**src/inc/uart_pkg.sv**
```systemverilog
// Constants, types and register map of the serial port.
// Assumes a single 25 MHz system clock and an 8-bit register port.
package uart_pkg;

    // Register addresses
    localparam logic [7:0] ADDR_POWER = 8'h87;
    localparam logic [7:0] ADDR_CONTROL = 8'h98;
    localparam logic [7:0] ADDR_DATA = 8'h99;
    localparam logic [7:0] ADDR_BAUD_SEL = 8'hc0;
    localparam logic [7:0] ADDR_T1_RELOAD = 8'hc1;
    localparam logic [7:0] ADDR_T2_RELOAD_LO = 8'hc2;
    localparam logic [7:0] ADDR_T2_RELOAD_HI = 8'hc3;

    // Control register fields
    localparam int CTL_FMT_HI = 7;
    localparam int CTL_FMT_LO = 6;
    localparam int CTL_GATE = 5;
    localparam int CTL_REN = 4;
    localparam int CTL_TB8 = 3;
    localparam int CTL_RB8 = 2;
    localparam int CTL_TI = 1;
    localparam int CTL_RI = 0;

    // Power control and baud select fields
    localparam int PWR_DOUBLER = 7;
    localparam int SEL_T1_UNDIV = 0;
    localparam int SEL_T2_UNDIV = 1;
    localparam int SEL_T2_TX = 4;
    localparam int SEL_T2_RX = 5;

    // Reset values
    localparam logic [7:0] CONTROL_RESET = 8'h00;
    localparam logic [7:0] DATA_RESET = 8'h00;
    localparam logic [7:0] BAUD_SEL_RESET = 8'h00;
    localparam logic [7:0] T1_RELOAD_RESET = 8'h00;
    localparam logic [15:0] T2_RELOAD_RESET = 16'h0000;
    localparam logic [10:0] TX_IDLE_LINE = 11'h7ff;

    // Timing counts
    localparam logic [3:0] PRESCALE_LAST = 4'hb;
    localparam logic [2:0] SYNC_HALF_SLOW_LAST = 3'h5;
    localparam logic [2:0] SYNC_HALF_FAST_LAST = 3'h1;
    localparam logic [1:0] FIXED_SLOW_LAST = 2'h3;
    localparam logic [1:0] FIXED_FAST_LAST = 2'h1;
    localparam logic [3:0] OVERSAMPLE_LAST = 4'hf;
    localparam logic [3:0] SAMPLE_MID = 4'h7;
    localparam logic [7:0] T1_TOP = 8'hff;
    localparam logic [15:0] T2_TOP = 16'hffff;

    typedef enum logic [1:0] {FMT_SYNC, FMT_ASYNC10, FMT_FIXED11, FMT_VAR11} frame_fmt_t;
    typedef enum logic {TX_IDLE, TX_SEND} tx_state_t;
    typedef enum logic [1:0] {RX_IDLE, RX_START, RX_BITS} rx_state_t;

    typedef struct packed {
        logic [7:0] addr;
        logic [7:0] wdata;
        logic wr;
        logic rd;
    } bus_req_t;

endpackage

```
**src/rtl/uart_serial_port.sv**
```systemverilog
// Serial port: synchronous shift mode and three asynchronous frame modes.
// Assumes synchronous pin inputs and a master that never sends both strobes.
//
// Added by the designer: the address-and-strobe port.
`timescale 1ns/100ps
`default_nettype none

// Notes on behaviour
// - Format 00: half-duplex 8-bit shift on receive pin, clock on transmit pin, LSB first.
// - Format 01: full-duplex 10-bit frames, start, eight data, stop, timer baud.
// - Format 10: 11-bit frames with ninth bit at a fixed system clock fraction.
// - Format 11: same 11-bit frame, baud taken from a timer overflow.
// - 11-bit modes, gate clear: every complete frame sets receive-done and requests interrupt.
// - 11-bit modes, gate set: receive-done only when received ninth bit is one.
// - Reception starts only while receive-allow is one; clearing it stops an async frame, not a shift-mode byte.
// - 11-bit modes capture the received ninth bit into its flag.
// - Separate transmit-done and receive-done flags both raise the interrupt request.
// - Writing the data buffer loads the transmitter and starts the frame at once.
// - Shift mode rate is clock/12, or clock/4 with the doubler set.
// - Fixed 11-bit mode baud is clock/64, or clock/32 with the doubler set.
// - Each direction uses Timer2 when its select is set, else Timer1 overflow.
// - Timer1 baud is 2^doubler/16 of its clock over twice (256 - reload).
// - Timer1 clock is system clock/12, or undivided when its bit is set.
// - Timer2 baud is 1/16 of its clock over twice (65536 - reload).
// - Timer2 clock is system clock/12, or undivided when its bit is set.
module uart_serial_port (
    // Clock and reset
    input wire logic SYS_CLK_IN,
    input wire logic RST_N_IN,
    // Register port
    input wire uart_pkg::bus_req_t BUS_IN,
    output var logic [7:0] RD_DATA_OUT,
    // Serial pins
    input wire logic RX_IN,
    output var logic RX_OUT,
    output var logic RX_OE_N_OUT,
    output var logic TX_OUT,
    // Serial interrupt request
    output var logic IRQ_OUT
);

    typedef struct packed {
        logic [7:0] ctl;
        logic dbl;
        logic [7:0] sel;
        logic [7:0] t1_rel;
        logic [15:0] t2_rel;
        logic [7:0] rx_buf;
        logic [7:0] rd;
        logic [3:0] pre;
        logic [7:0] t1_cnt;
        logic [15:0] t2_cnt;
        logic t1_half;
        logic t2_half;
        logic [1:0] fix_cnt;
        logic [2:0] m0_div;
        uart_pkg::tx_state_t tx_st;
        logic [10:0] tx_sh;
        logic [3:0] tx_bits;
        logic [3:0] tx_sub;
        uart_pkg::rx_state_t rx_st;
        logic rx_prev;
        logic [8:0] rx_sh;
        logic [3:0] rx_bits;
        logic [3:0] rx_sub;
        logic m0_busy;
        logic m0_rx;
        logic m0_clk;
        logic m0_ph;
        logic [2:0] m0_cnt;
        logic [7:0] m0_sh;
        logic txd;
        logic rxo;
        logic rx_oe_n;
        logic irq;
    } state_t;

    state_t q;
    state_t d;
    uart_pkg::frame_fmt_t fmt;
    logic eleven;
    logic pre_tick;
    logic t1_en;
    logic t1_ovf;
    logic t1_tick;
    logic t2_en;
    logic t2_ovf;
    logic t2_tick;
    logic fix_tick;
    logic m0_tick;
    logic tx_tick;
    logic rx_tick;
    logic ti_set;
    logic ri_set;
    logic rb8_set;
    logic rx_done;
    logic wr_ctl;
    logic [3:0] nbits;
    logic [3:0] tx_len;
    logic [7:0] rx_data;
    logic [7:0] m0_next;

    // Pick the baud tick of one direction
    function automatic logic pick_tick(input logic use_t2, input logic t2, input logic t1);
        pick_tick = use_t2 ? t2 : t1;
    endfunction

    always_comb
    begin
        d = q;
        fmt = uart_pkg::frame_fmt_t'(q.ctl[uart_pkg::CTL_FMT_HI:uart_pkg::CTL_FMT_LO]);
        eleven = (fmt == uart_pkg::FMT_FIXED11) || (fmt == uart_pkg::FMT_VAR11);
        nbits = eleven ? 4'h9 : 4'h8;
        tx_len = eleven ? 4'ha : 4'h9;
        ti_set = 1'b0;
        ri_set = 1'b0;
        rb8_set = 1'b0;
        rx_done = 1'b0;
        rx_data = eleven ? q.rx_sh[7:0] : q.rx_sh[8:1];
        m0_next = {RX_IN, q.m0_sh[7:1]};
        wr_ctl = BUS_IN.wr && (BUS_IN.addr == uart_pkg::ADDR_CONTROL);

        // Shared divide-by-12 prescaler and timer clocks
        pre_tick = (q.pre == uart_pkg::PRESCALE_LAST);
        d.pre = pre_tick ? 4'h0 : q.pre + 4'h1;
        t1_en = q.sel[uart_pkg::SEL_T1_UNDIV] || pre_tick;
        t2_en = q.sel[uart_pkg::SEL_T2_UNDIV] || pre_tick;

        // Timer1 8-bit auto-reload, halved, times 2^doubler
        t1_ovf = t1_en && (q.t1_cnt == uart_pkg::T1_TOP);
        if (t1_en)
        begin
            d.t1_cnt = t1_ovf ? q.t1_rel : q.t1_cnt + 8'h01;
        end
        if (t1_ovf)
        begin
            d.t1_half = !q.t1_half;
        end
        t1_tick = t1_ovf && (q.dbl || q.t1_half);

        // Timer2 16-bit auto-reload, halved, doubler ignored
        t2_ovf = t2_en && (q.t2_cnt == uart_pkg::T2_TOP);
        if (t2_en)
        begin
            d.t2_cnt = t2_ovf ? q.t2_rel : q.t2_cnt + 16'h0001;
        end
        if (t2_ovf)
        begin
            d.t2_half = !q.t2_half;
        end
        t2_tick = t2_ovf && q.t2_half;

        // Fixed-rate oversample tick: clock/4 or clock/2
        fix_tick = (q.fix_cnt == (q.dbl ? uart_pkg::FIXED_FAST_LAST : uart_pkg::FIXED_SLOW_LAST));
        d.fix_cnt = fix_tick ? 2'h0 : q.fix_cnt + 2'h1;

        // Shift-mode half-period tick: clock/6 or clock/2
        m0_tick = (q.m0_div == (q.dbl ? uart_pkg::SYNC_HALF_FAST_LAST
                                      : uart_pkg::SYNC_HALF_SLOW_LAST));
        d.m0_div = m0_tick ? 3'h0 : q.m0_div + 3'h1;

        // Per-direction source
        tx_tick = (fmt == uart_pkg::FMT_FIXED11) ? fix_tick
                : pick_tick(q.sel[uart_pkg::SEL_T2_TX], t2_tick, t1_tick);
        rx_tick = (fmt == uart_pkg::FMT_FIXED11) ? fix_tick
                : pick_tick(q.sel[uart_pkg::SEL_T2_RX], t2_tick, t1_tick);

        // Asynchronous transmitter
        if ((q.tx_st == uart_pkg::TX_SEND) && tx_tick)
        begin
            d.tx_sub = q.tx_sub + 4'h1;
            if (q.tx_sub == uart_pkg::OVERSAMPLE_LAST)
            begin
                d.tx_sh = {1'b1, q.tx_sh[10:1]};
                d.tx_bits = q.tx_bits + 4'h1;
                if (q.tx_bits + 4'h1 == tx_len)
                begin
                    ti_set = 1'b1;
                end
                if (q.tx_bits == tx_len)
                begin
                    d.tx_st = uart_pkg::TX_IDLE;
                end
            end
        end

        // Asynchronous receiver
        d.rx_prev = RX_IN;
        if ((fmt == uart_pkg::FMT_SYNC) || !q.ctl[uart_pkg::CTL_REN])
        begin
            d.rx_st = uart_pkg::RX_IDLE;
        end
        else
        begin
            case (q.rx_st)
                uart_pkg::RX_IDLE:
                begin
                    if (q.rx_prev && !RX_IN)
                    begin
                        d.rx_st = uart_pkg::RX_START;
                        d.rx_sub = 4'h0;
                    end
                end
                uart_pkg::RX_START:
                begin
                    if (rx_tick)
                    begin
                        d.rx_sub = q.rx_sub + 4'h1;
                        if (q.rx_sub == uart_pkg::SAMPLE_MID)
                        begin
                            d.rx_st = RX_IN ? uart_pkg::RX_IDLE : uart_pkg::RX_BITS;
                            d.rx_sub = 4'h0;
                            d.rx_bits = 4'h0;
                        end
                    end
                end
                default:
                begin
                    if (rx_tick)
                    begin
                        d.rx_sub = q.rx_sub + 4'h1;
                        if (q.rx_sub == uart_pkg::OVERSAMPLE_LAST)
                        begin
                            if (q.rx_bits != nbits)
                            begin
                                d.rx_sh = {RX_IN, q.rx_sh[8:1]};
                                d.rx_bits = q.rx_bits + 4'h1;
                            end
                            else
                            begin
                                rx_done = 1'b1;
                                d.rx_st = uart_pkg::RX_IDLE;
                            end
                        end
                    end
                end
            endcase
        end
        if (rx_done)
        begin
            if (eleven)
            begin
                rb8_set = 1'b1;
            end
            if (!eleven || !q.ctl[uart_pkg::CTL_GATE] || q.rx_sh[8])
            begin
                d.rx_buf = rx_data;
                ri_set = 1'b1;
            end
        end

        // Synchronous shift engine
        if (fmt != uart_pkg::FMT_SYNC)
        begin
            d.m0_busy = 1'b0;
            d.rx_oe_n = 1'b1;
            d.m0_clk = 1'b1;
        end
        else if (q.m0_busy && m0_tick)
        begin
            d.m0_ph = !q.m0_ph;
            d.m0_clk = q.m0_ph;
            if (q.m0_ph)
            begin
                d.m0_cnt = q.m0_cnt + 3'h1;
                d.m0_sh = q.m0_rx ? m0_next : {1'b1, q.m0_sh[7:1]};
                d.rxo = q.m0_sh[1];
                if (q.m0_cnt == 3'h7)
                begin
                    d.m0_busy = 1'b0;
                    d.rx_oe_n = 1'b1;
                    d.rxo = 1'b1;
                    if (q.m0_rx)
                    begin
                        d.rx_buf = m0_next;
                        ri_set = 1'b1;
                    end
                    else
                    begin
                        ti_set = 1'b1;
                    end
                end
            end
        end
        else if (!q.m0_busy && q.ctl[uart_pkg::CTL_REN] && !q.ctl[uart_pkg::CTL_RI])
        begin
            d.m0_busy = 1'b1;
            d.m0_rx = 1'b1;
            d.m0_ph = 1'b0;
            d.m0_cnt = 3'h0;
            d.m0_clk = 1'b1;
        end

        // Register writes
        if (BUS_IN.wr)
        begin
            if (BUS_IN.addr == uart_pkg::ADDR_CONTROL)
            begin
                d.ctl = BUS_IN.wdata;
            end
            else if (BUS_IN.addr == uart_pkg::ADDR_DATA)
            begin
                if (fmt == uart_pkg::FMT_SYNC)
                begin
                    d.m0_busy = 1'b1;
                    d.m0_rx = 1'b0;
                    d.m0_ph = 1'b0;
                    d.m0_cnt = 3'h0;
                    d.m0_clk = 1'b1;
                    d.m0_sh = BUS_IN.wdata;
                    d.rxo = BUS_IN.wdata[0];
                    d.rx_oe_n = 1'b0;
                end
                else
                begin
                    d.tx_st = uart_pkg::TX_SEND;
                    d.tx_sub = 4'h0;
                    d.tx_bits = 4'h0;
                    d.tx_sh = eleven ? {1'b1, q.ctl[uart_pkg::CTL_TB8], BUS_IN.wdata, 1'b0}
                                     : {2'b11, BUS_IN.wdata, 1'b0};
                end
            end
            else if (BUS_IN.addr == uart_pkg::ADDR_POWER)
            begin
                d.dbl = BUS_IN.wdata[uart_pkg::PWR_DOUBLER];
            end
            else if (BUS_IN.addr == uart_pkg::ADDR_BAUD_SEL)
            begin
                d.sel = BUS_IN.wdata;
            end
            else if (BUS_IN.addr == uart_pkg::ADDR_T1_RELOAD)
            begin
                d.t1_rel = BUS_IN.wdata;
            end
            else if (BUS_IN.addr == uart_pkg::ADDR_T2_RELOAD_LO)
            begin
                d.t2_rel[7:0] = BUS_IN.wdata;
            end
            else if (BUS_IN.addr == uart_pkg::ADDR_T2_RELOAD_HI)
            begin
                d.t2_rel[15:8] = BUS_IN.wdata;
            end
        end

        // Register reads, data valid in the next cycle only
        d.rd = 8'h00;
        if (BUS_IN.rd)
        begin
            if (BUS_IN.addr == uart_pkg::ADDR_CONTROL)
            begin
                d.rd = q.ctl;
            end
            else if (BUS_IN.addr == uart_pkg::ADDR_DATA)
            begin
                d.rd = q.rx_buf;
            end
            else if (BUS_IN.addr == uart_pkg::ADDR_BAUD_SEL)
            begin
                d.rd = q.sel;
            end
            else if (BUS_IN.addr == uart_pkg::ADDR_T1_RELOAD)
            begin
                d.rd = q.t1_rel;
            end
            else if (BUS_IN.addr == uart_pkg::ADDR_T2_RELOAD_LO)
            begin
                d.rd = q.t2_rel[7:0];
            end
            else if (BUS_IN.addr == uart_pkg::ADDR_T2_RELOAD_HI)
            begin
                d.rd = q.t2_rel[15:8];
            end
        end

        // Hardware sets win over software writes
        if (ti_set)
        begin
            d.ctl[uart_pkg::CTL_TI] = 1'b1;
        end
        if (ri_set)
        begin
            d.ctl[uart_pkg::CTL_RI] = 1'b1;
        end
        if (rb8_set)
        begin
            d.ctl[uart_pkg::CTL_RB8] = q.rx_sh[8];
        end
        d.irq = d.ctl[uart_pkg::CTL_TI] || d.ctl[uart_pkg::CTL_RI];
        d.txd = (fmt == uart_pkg::FMT_SYNC) ? d.m0_clk : d.tx_sh[0];
    end

    always_ff @(posedge SYS_CLK_IN or negedge RST_N_IN)
    begin
        if (!RST_N_IN)
        begin
            q <= '0;
            q.ctl <= uart_pkg::CONTROL_RESET;
            q.rx_buf <= uart_pkg::DATA_RESET;
            q.sel <= uart_pkg::BAUD_SEL_RESET;
            q.t1_rel <= uart_pkg::T1_RELOAD_RESET;
            q.t2_rel <= uart_pkg::T2_RELOAD_RESET;
            q.tx_st <= uart_pkg::TX_IDLE;
            q.rx_st <= uart_pkg::RX_IDLE;
            q.tx_sh <= uart_pkg::TX_IDLE_LINE;
            q.rx_prev <= 1'b1;
            q.m0_clk <= 1'b1;
            q.txd <= 1'b1;
            q.rxo <= 1'b1;
            q.rx_oe_n <= 1'b1;
        end
        else
        begin
            q <= d;
        end
    end

    assign RD_DATA_OUT = q.rd;
    assign RX_OUT = q.rxo;
    assign RX_OE_N_OUT = q.rx_oe_n;
    assign TX_OUT = q.txd;
    assign IRQ_OUT = q.irq;
endmodule

`default_nettype wire

```
**config.mk**
```make
export PLATFORM = sky130hd
export DESIGN_NAME = uart_serial_port
export DESIGN_NICKNAME = d
export VERILOG_FILES = /design/src/inc/uart_pkg.sv /design/src/rtl/uart_serial_port.sv
export SDC_FILE = /design/constraint.sdc
export NUM_CORES = 1
export LEC_CHECK = 0
export BUFFER_PORTS_ARGS = -buffer_cell sky130_fd_sc_hd__buf_2
export CORE_MARGIN = 5
export CORE_UTILIZATION = 55
export DETAILED_ROUTE_END_ITERATION = 8
export PLACE_DENSITY_LB_ADDON = 0.3
export SLEW_MARGIN = 20
export SYNTH_ARGS = -nofsm -noshare
export SYNTH_HDL_FRONTEND = slang
export SYNTH_SLANG_ARGS = --single-unit
export TNS_END_PERCENT = 100
```
**constraint.sdc**
```tcl
create_clock -name SYS_CLK_IN -period 3.85 [get_ports SYS_CLK_IN]
set_clock_uncertainty 0.2 [all_clocks]
set_input_delay 0.385 -clock SYS_CLK_IN [delete_from_list [all_inputs] [get_ports SYS_CLK_IN]]
set_output_delay 0.385 -clock SYS_CLK_IN [all_outputs]
set_load 0.05 [all_outputs]
```
==> results.rst <==
.. list-table::
   :header-rows: 1

   * - Metric
     - Value
   * - Run status
     - complete, no violations
   * - Final-layout fill cell count
     - between 1000 and 1500
   * - Clock-pin transition on the worst setup and hold timing paths
     - 0.06 ns
   * - Number of hold buffers added after cts
     - 2
   * - Setup bufs post-CTS
     - 0
   * - CP startpoint kind
     - flop
   * - Worst Path Required
     - 3.96 ns
   * - Sequential area share after synthesis
     - 49.80%
   * - Core box area
     - 13400 um^2
   * - Count of clock tree sinks
     - 150
   * - Worst reg2reg path depth
     - 6
   * - Count of mapped cells out of synthesis
     - slightly below 700
   * - Leakage Power
     - 3.942 nW
   * - Via count of the first global-routing pass
     - 5562
   * - Period Utilization, post-route
     - ~83%
   * - Number of instances in the placed design
     - ~870
   * - Final slew viol count
     - 0
   * - Syn nets
     - 717
   * - Placed wire-length estimate after detailed placement
     - between 10000 and 15000 um
   * - Die width
     - roughly 130 um
   * - Row cnt
     - 42
   * - Root buf cell
     - clkbuf_16
   * - Type of destination of the critical path
     - flop
   * - Vias per cell
     - 6.164
   * - Overall fraction of global-route tracks in use
     - between 20 and 25%
   * - Number of CTS-inserted buffers
     - 17
   * - Net count reported at finish
     - 742
   * - Number of port buffers
     - 32
   * - Synth async-reset ratio
     - 100.0%
   * - Slew at the pin closest to its max-slew limit
     - 0.8938 ns
   * - Most used flip-flop cell after synthesis
     - dfrtp_1
   * - Routed len/inst
     - 19.50 um
   * - Number of antenna repair diodes
     - 0
   * - Synthesis Warnings
     - 0
   * - CTS tree
     - done
   * - Via Count
     - 5554
   * - Number of stages on the worst hold path
     - 2
   * - Final critical delay including setup and external delays
     - 3.179 ns
   * - Final hold vios
     - 0
   * - First-pass GRT wire length
     - between 20000 and 30000 um
   * - Total Wirelength
     - 17570 um
   * - Pin count of the biggest net entering global routing
     - 101
   * - Standard cell area after detailed placement
     - 7828 um^2
   * - Path class of the lowest-slack min-delay path
     - in -> reg
   * - Max-capacitance violation count
     - 0
   * - First-pass detailed-route iteration total
     - 5
   * - Final antenna-violating net count
     - 0
   * - Fraction of layout instances using a drive strength above 1
     - 24.28%
   * - IO Pins
     - 33
   * - Starting utilization of the core area
     - 56.55%
   * - Number of buffers on the longest clock path
     - 2
   * - Worst slew margin
     - 40.41%
   * - Setup Viol. Count Final
     - 0
   * - Post-synthesis sequential element count
     - 150
   * - Most common cell after layout, fill and taps aside
     - dfrtp_1
   * - Post-synthesis area per instance
     - 11.03 um^2
   * - Leading cell types in the layout, fill and taps excluded
     - dfrtp_1 (134), mux2_2 (64), a21oi_1 (54)
   * - Final design area excluding fillers
     - 8494 um^2
   * - Core Util, Final
     - 63.39%
   * - Total power draw
     - between 4 and 5 mW
   * - Initial DRC count
     - 434
   * - Total negative slack
     - 0 ns
   * - Critical path fanouts, max
     - 20
   * - Post-cts resize count
     - 0
   * - Die height
     - 127.4 um
   * - Residual DRC count
     - 0
   * - GP Congestion
     - 0.8312
   * - Synth unique cells
     - 72
   * - Maximum frequency from static timing analysis
     - ~0.31 GHz
   * - Final std cells w/o fill
     - 901
   * - Insertion delay of the later-clocked pin in the worst-skew pair
     - about 0.43 ns
   * - Die Area
     - around 16000 um^2
   * - Setup repair after global routing missed its margin
     - no
   * - Power per Cell Area
     - 489.9 nW/um^2
   * - Number of levels the H-tree was split into
     - 4
   * - Antenna violations before repair
     - 0
   * - Arrival time of data at the critical path endpoint
     - 3.29 ns
   * - Relative area change from synthesis to final layout
     - 12.10%
   * - Worst ir drop on vdd
     - 0.0003117 V
   * - Total gr overflow
     - 0
   * - Kind of critical path
     - reg -> reg
   * - Number of enable-type register cells in the synthesized netlist
     - 0
   * - Post-Syn Area
     - roughly 7600 um^2
==> path summary, 6_finish.rpt <==
check                                    from                  endpoint  slack [ns]
hold reg to reg               q[62]$_DFF_PN0_           q[62]$_DFF_PN0_        0.25
hold / removal                      BUS_IN[0]  RD_DATA_OUT[2]$_DFF_PN0_        0.05
min in group asynchronous            RST_N_IN           q[93]$_DFF_PN0_        0.43
setup / recovery           fmt[1]$_DFFE_PN0P_          q[102]$_DFF_PN0_        0.67
max in group asynchronous            RST_N_IN     RX_OE_N_OUT$_DFF_PN1_        2.15
setup reg to reg           fmt[1]$_DFFE_PN0P_          q[102]$_DFF_PN0_        0.67
==> final cells by class <==
cell class / count / area [um^2] / share of cell area [%]
flip-flops and latches: 150 / 3774 / 44.42
multi-input cells: 485 / 3555 / 41.85
clock buffers: 19 / 442.9 / 5.214
repair buffers: 40 / 231.5 / 2.725
well taps: 176 / 220.2 / 2.592
clock inverters: 13 / 203.9 / 2.401
inverters: 18 / 67.56 / 0.7954
==> worst max-delay path: stages, from the launching register on <==
cell,delay (ns)
dfrtp_1,0.82
xor2_1,0.16
nor4b_2,0.44
and4_1,0.33
and4b_1,0.47
mux2_2,0.39
mux2_2,0.26
==> metrics by stage <==
stage / worst slack [ns] / hold slack (ns)
4_1_cts: 0.7021 / 0.03704
5_1_grt: 0.4766 / 0.05919
3_3_place_gp: 0.8254 / 0.2279
3_5_place_dp: 0.7090 / 0.2311
2_1_floorplan: 1.296 / -0.1106
6_report: 0.6712 / 0.04924
==> cells in the mapped netlist (10+ instances only) <==
| library cell | n | area, um^2 |
|---|---|---|
| dfrtp_1 | 134 | 3353 |
| mux2_2 | 64 | 720.7 |
| a21oi_1 | 54 | 270.3 |
| nor2_1 | 52 | 195.2 |
| nand2_1 | 38 | 142.6 |
| o21ai_0 | 29 | 145.1 |
| nand3_1 | 26 | 130.1 |
| mux2i_1 | 22 | 220.2 |
| o22ai_1 | 19 | 118.9 |
| inv_1 | 18 | 67.56 |
| dfstp_2 | 16 | 420.4 |
| clkbuf_1 | 15 | 56.30 |
| and2_1 | 14 | 87.58 |
| and3_1 | 12 | 75.07 |
| a31oi_1 | 10 | 62.56 |
==> kinds of logic (layout without fill, tap and decap cells) <==
family / after synthesis / count (layout) / share of synthesized area (%)
and+or+nand+nor: 204 / 204 / 14.53
buffers and inverters: 52 / 90 / 3.286
muxes: 103 / 103 / 16.53
adders and majority gates: 9 / 9 / 1.486
AOI/OAI and AO/OA: 159 / 159 / 13.21
DFF: 150 / 150 / 49.80
xor gates and xnor gates: 10 / 10 / 1.156
==> power by group <==
part           total [mW]  switching (mW)  internal, mW
Clock                1.82           0.652          1.16
Combinational       0.467           0.270         0.197
Sequential           1.88           0.152          1.73
Total                4.16            1.07          3.09
==> sequential cells by signal, indices dropped and copies added (netlist names) <==
register	count
m0_next	7
RD_DATA_OUT	8
RX_OE_N_OUT	1
RX_OUT	1
fmt	2
IRQ_OUT	1
TX_OUT	1
q	129
==> metal layers <==
metal	vias up	GRT usage [%]	part of all wire (%)
met5	-	0	0
met4	0	8.391	2.0
met3	24	4.800	4.7
met2	165	36.23	48
met1	2783	30.94	45
li1	2582	-	-
Note: power is estimated with default switching activity, not from simulation.
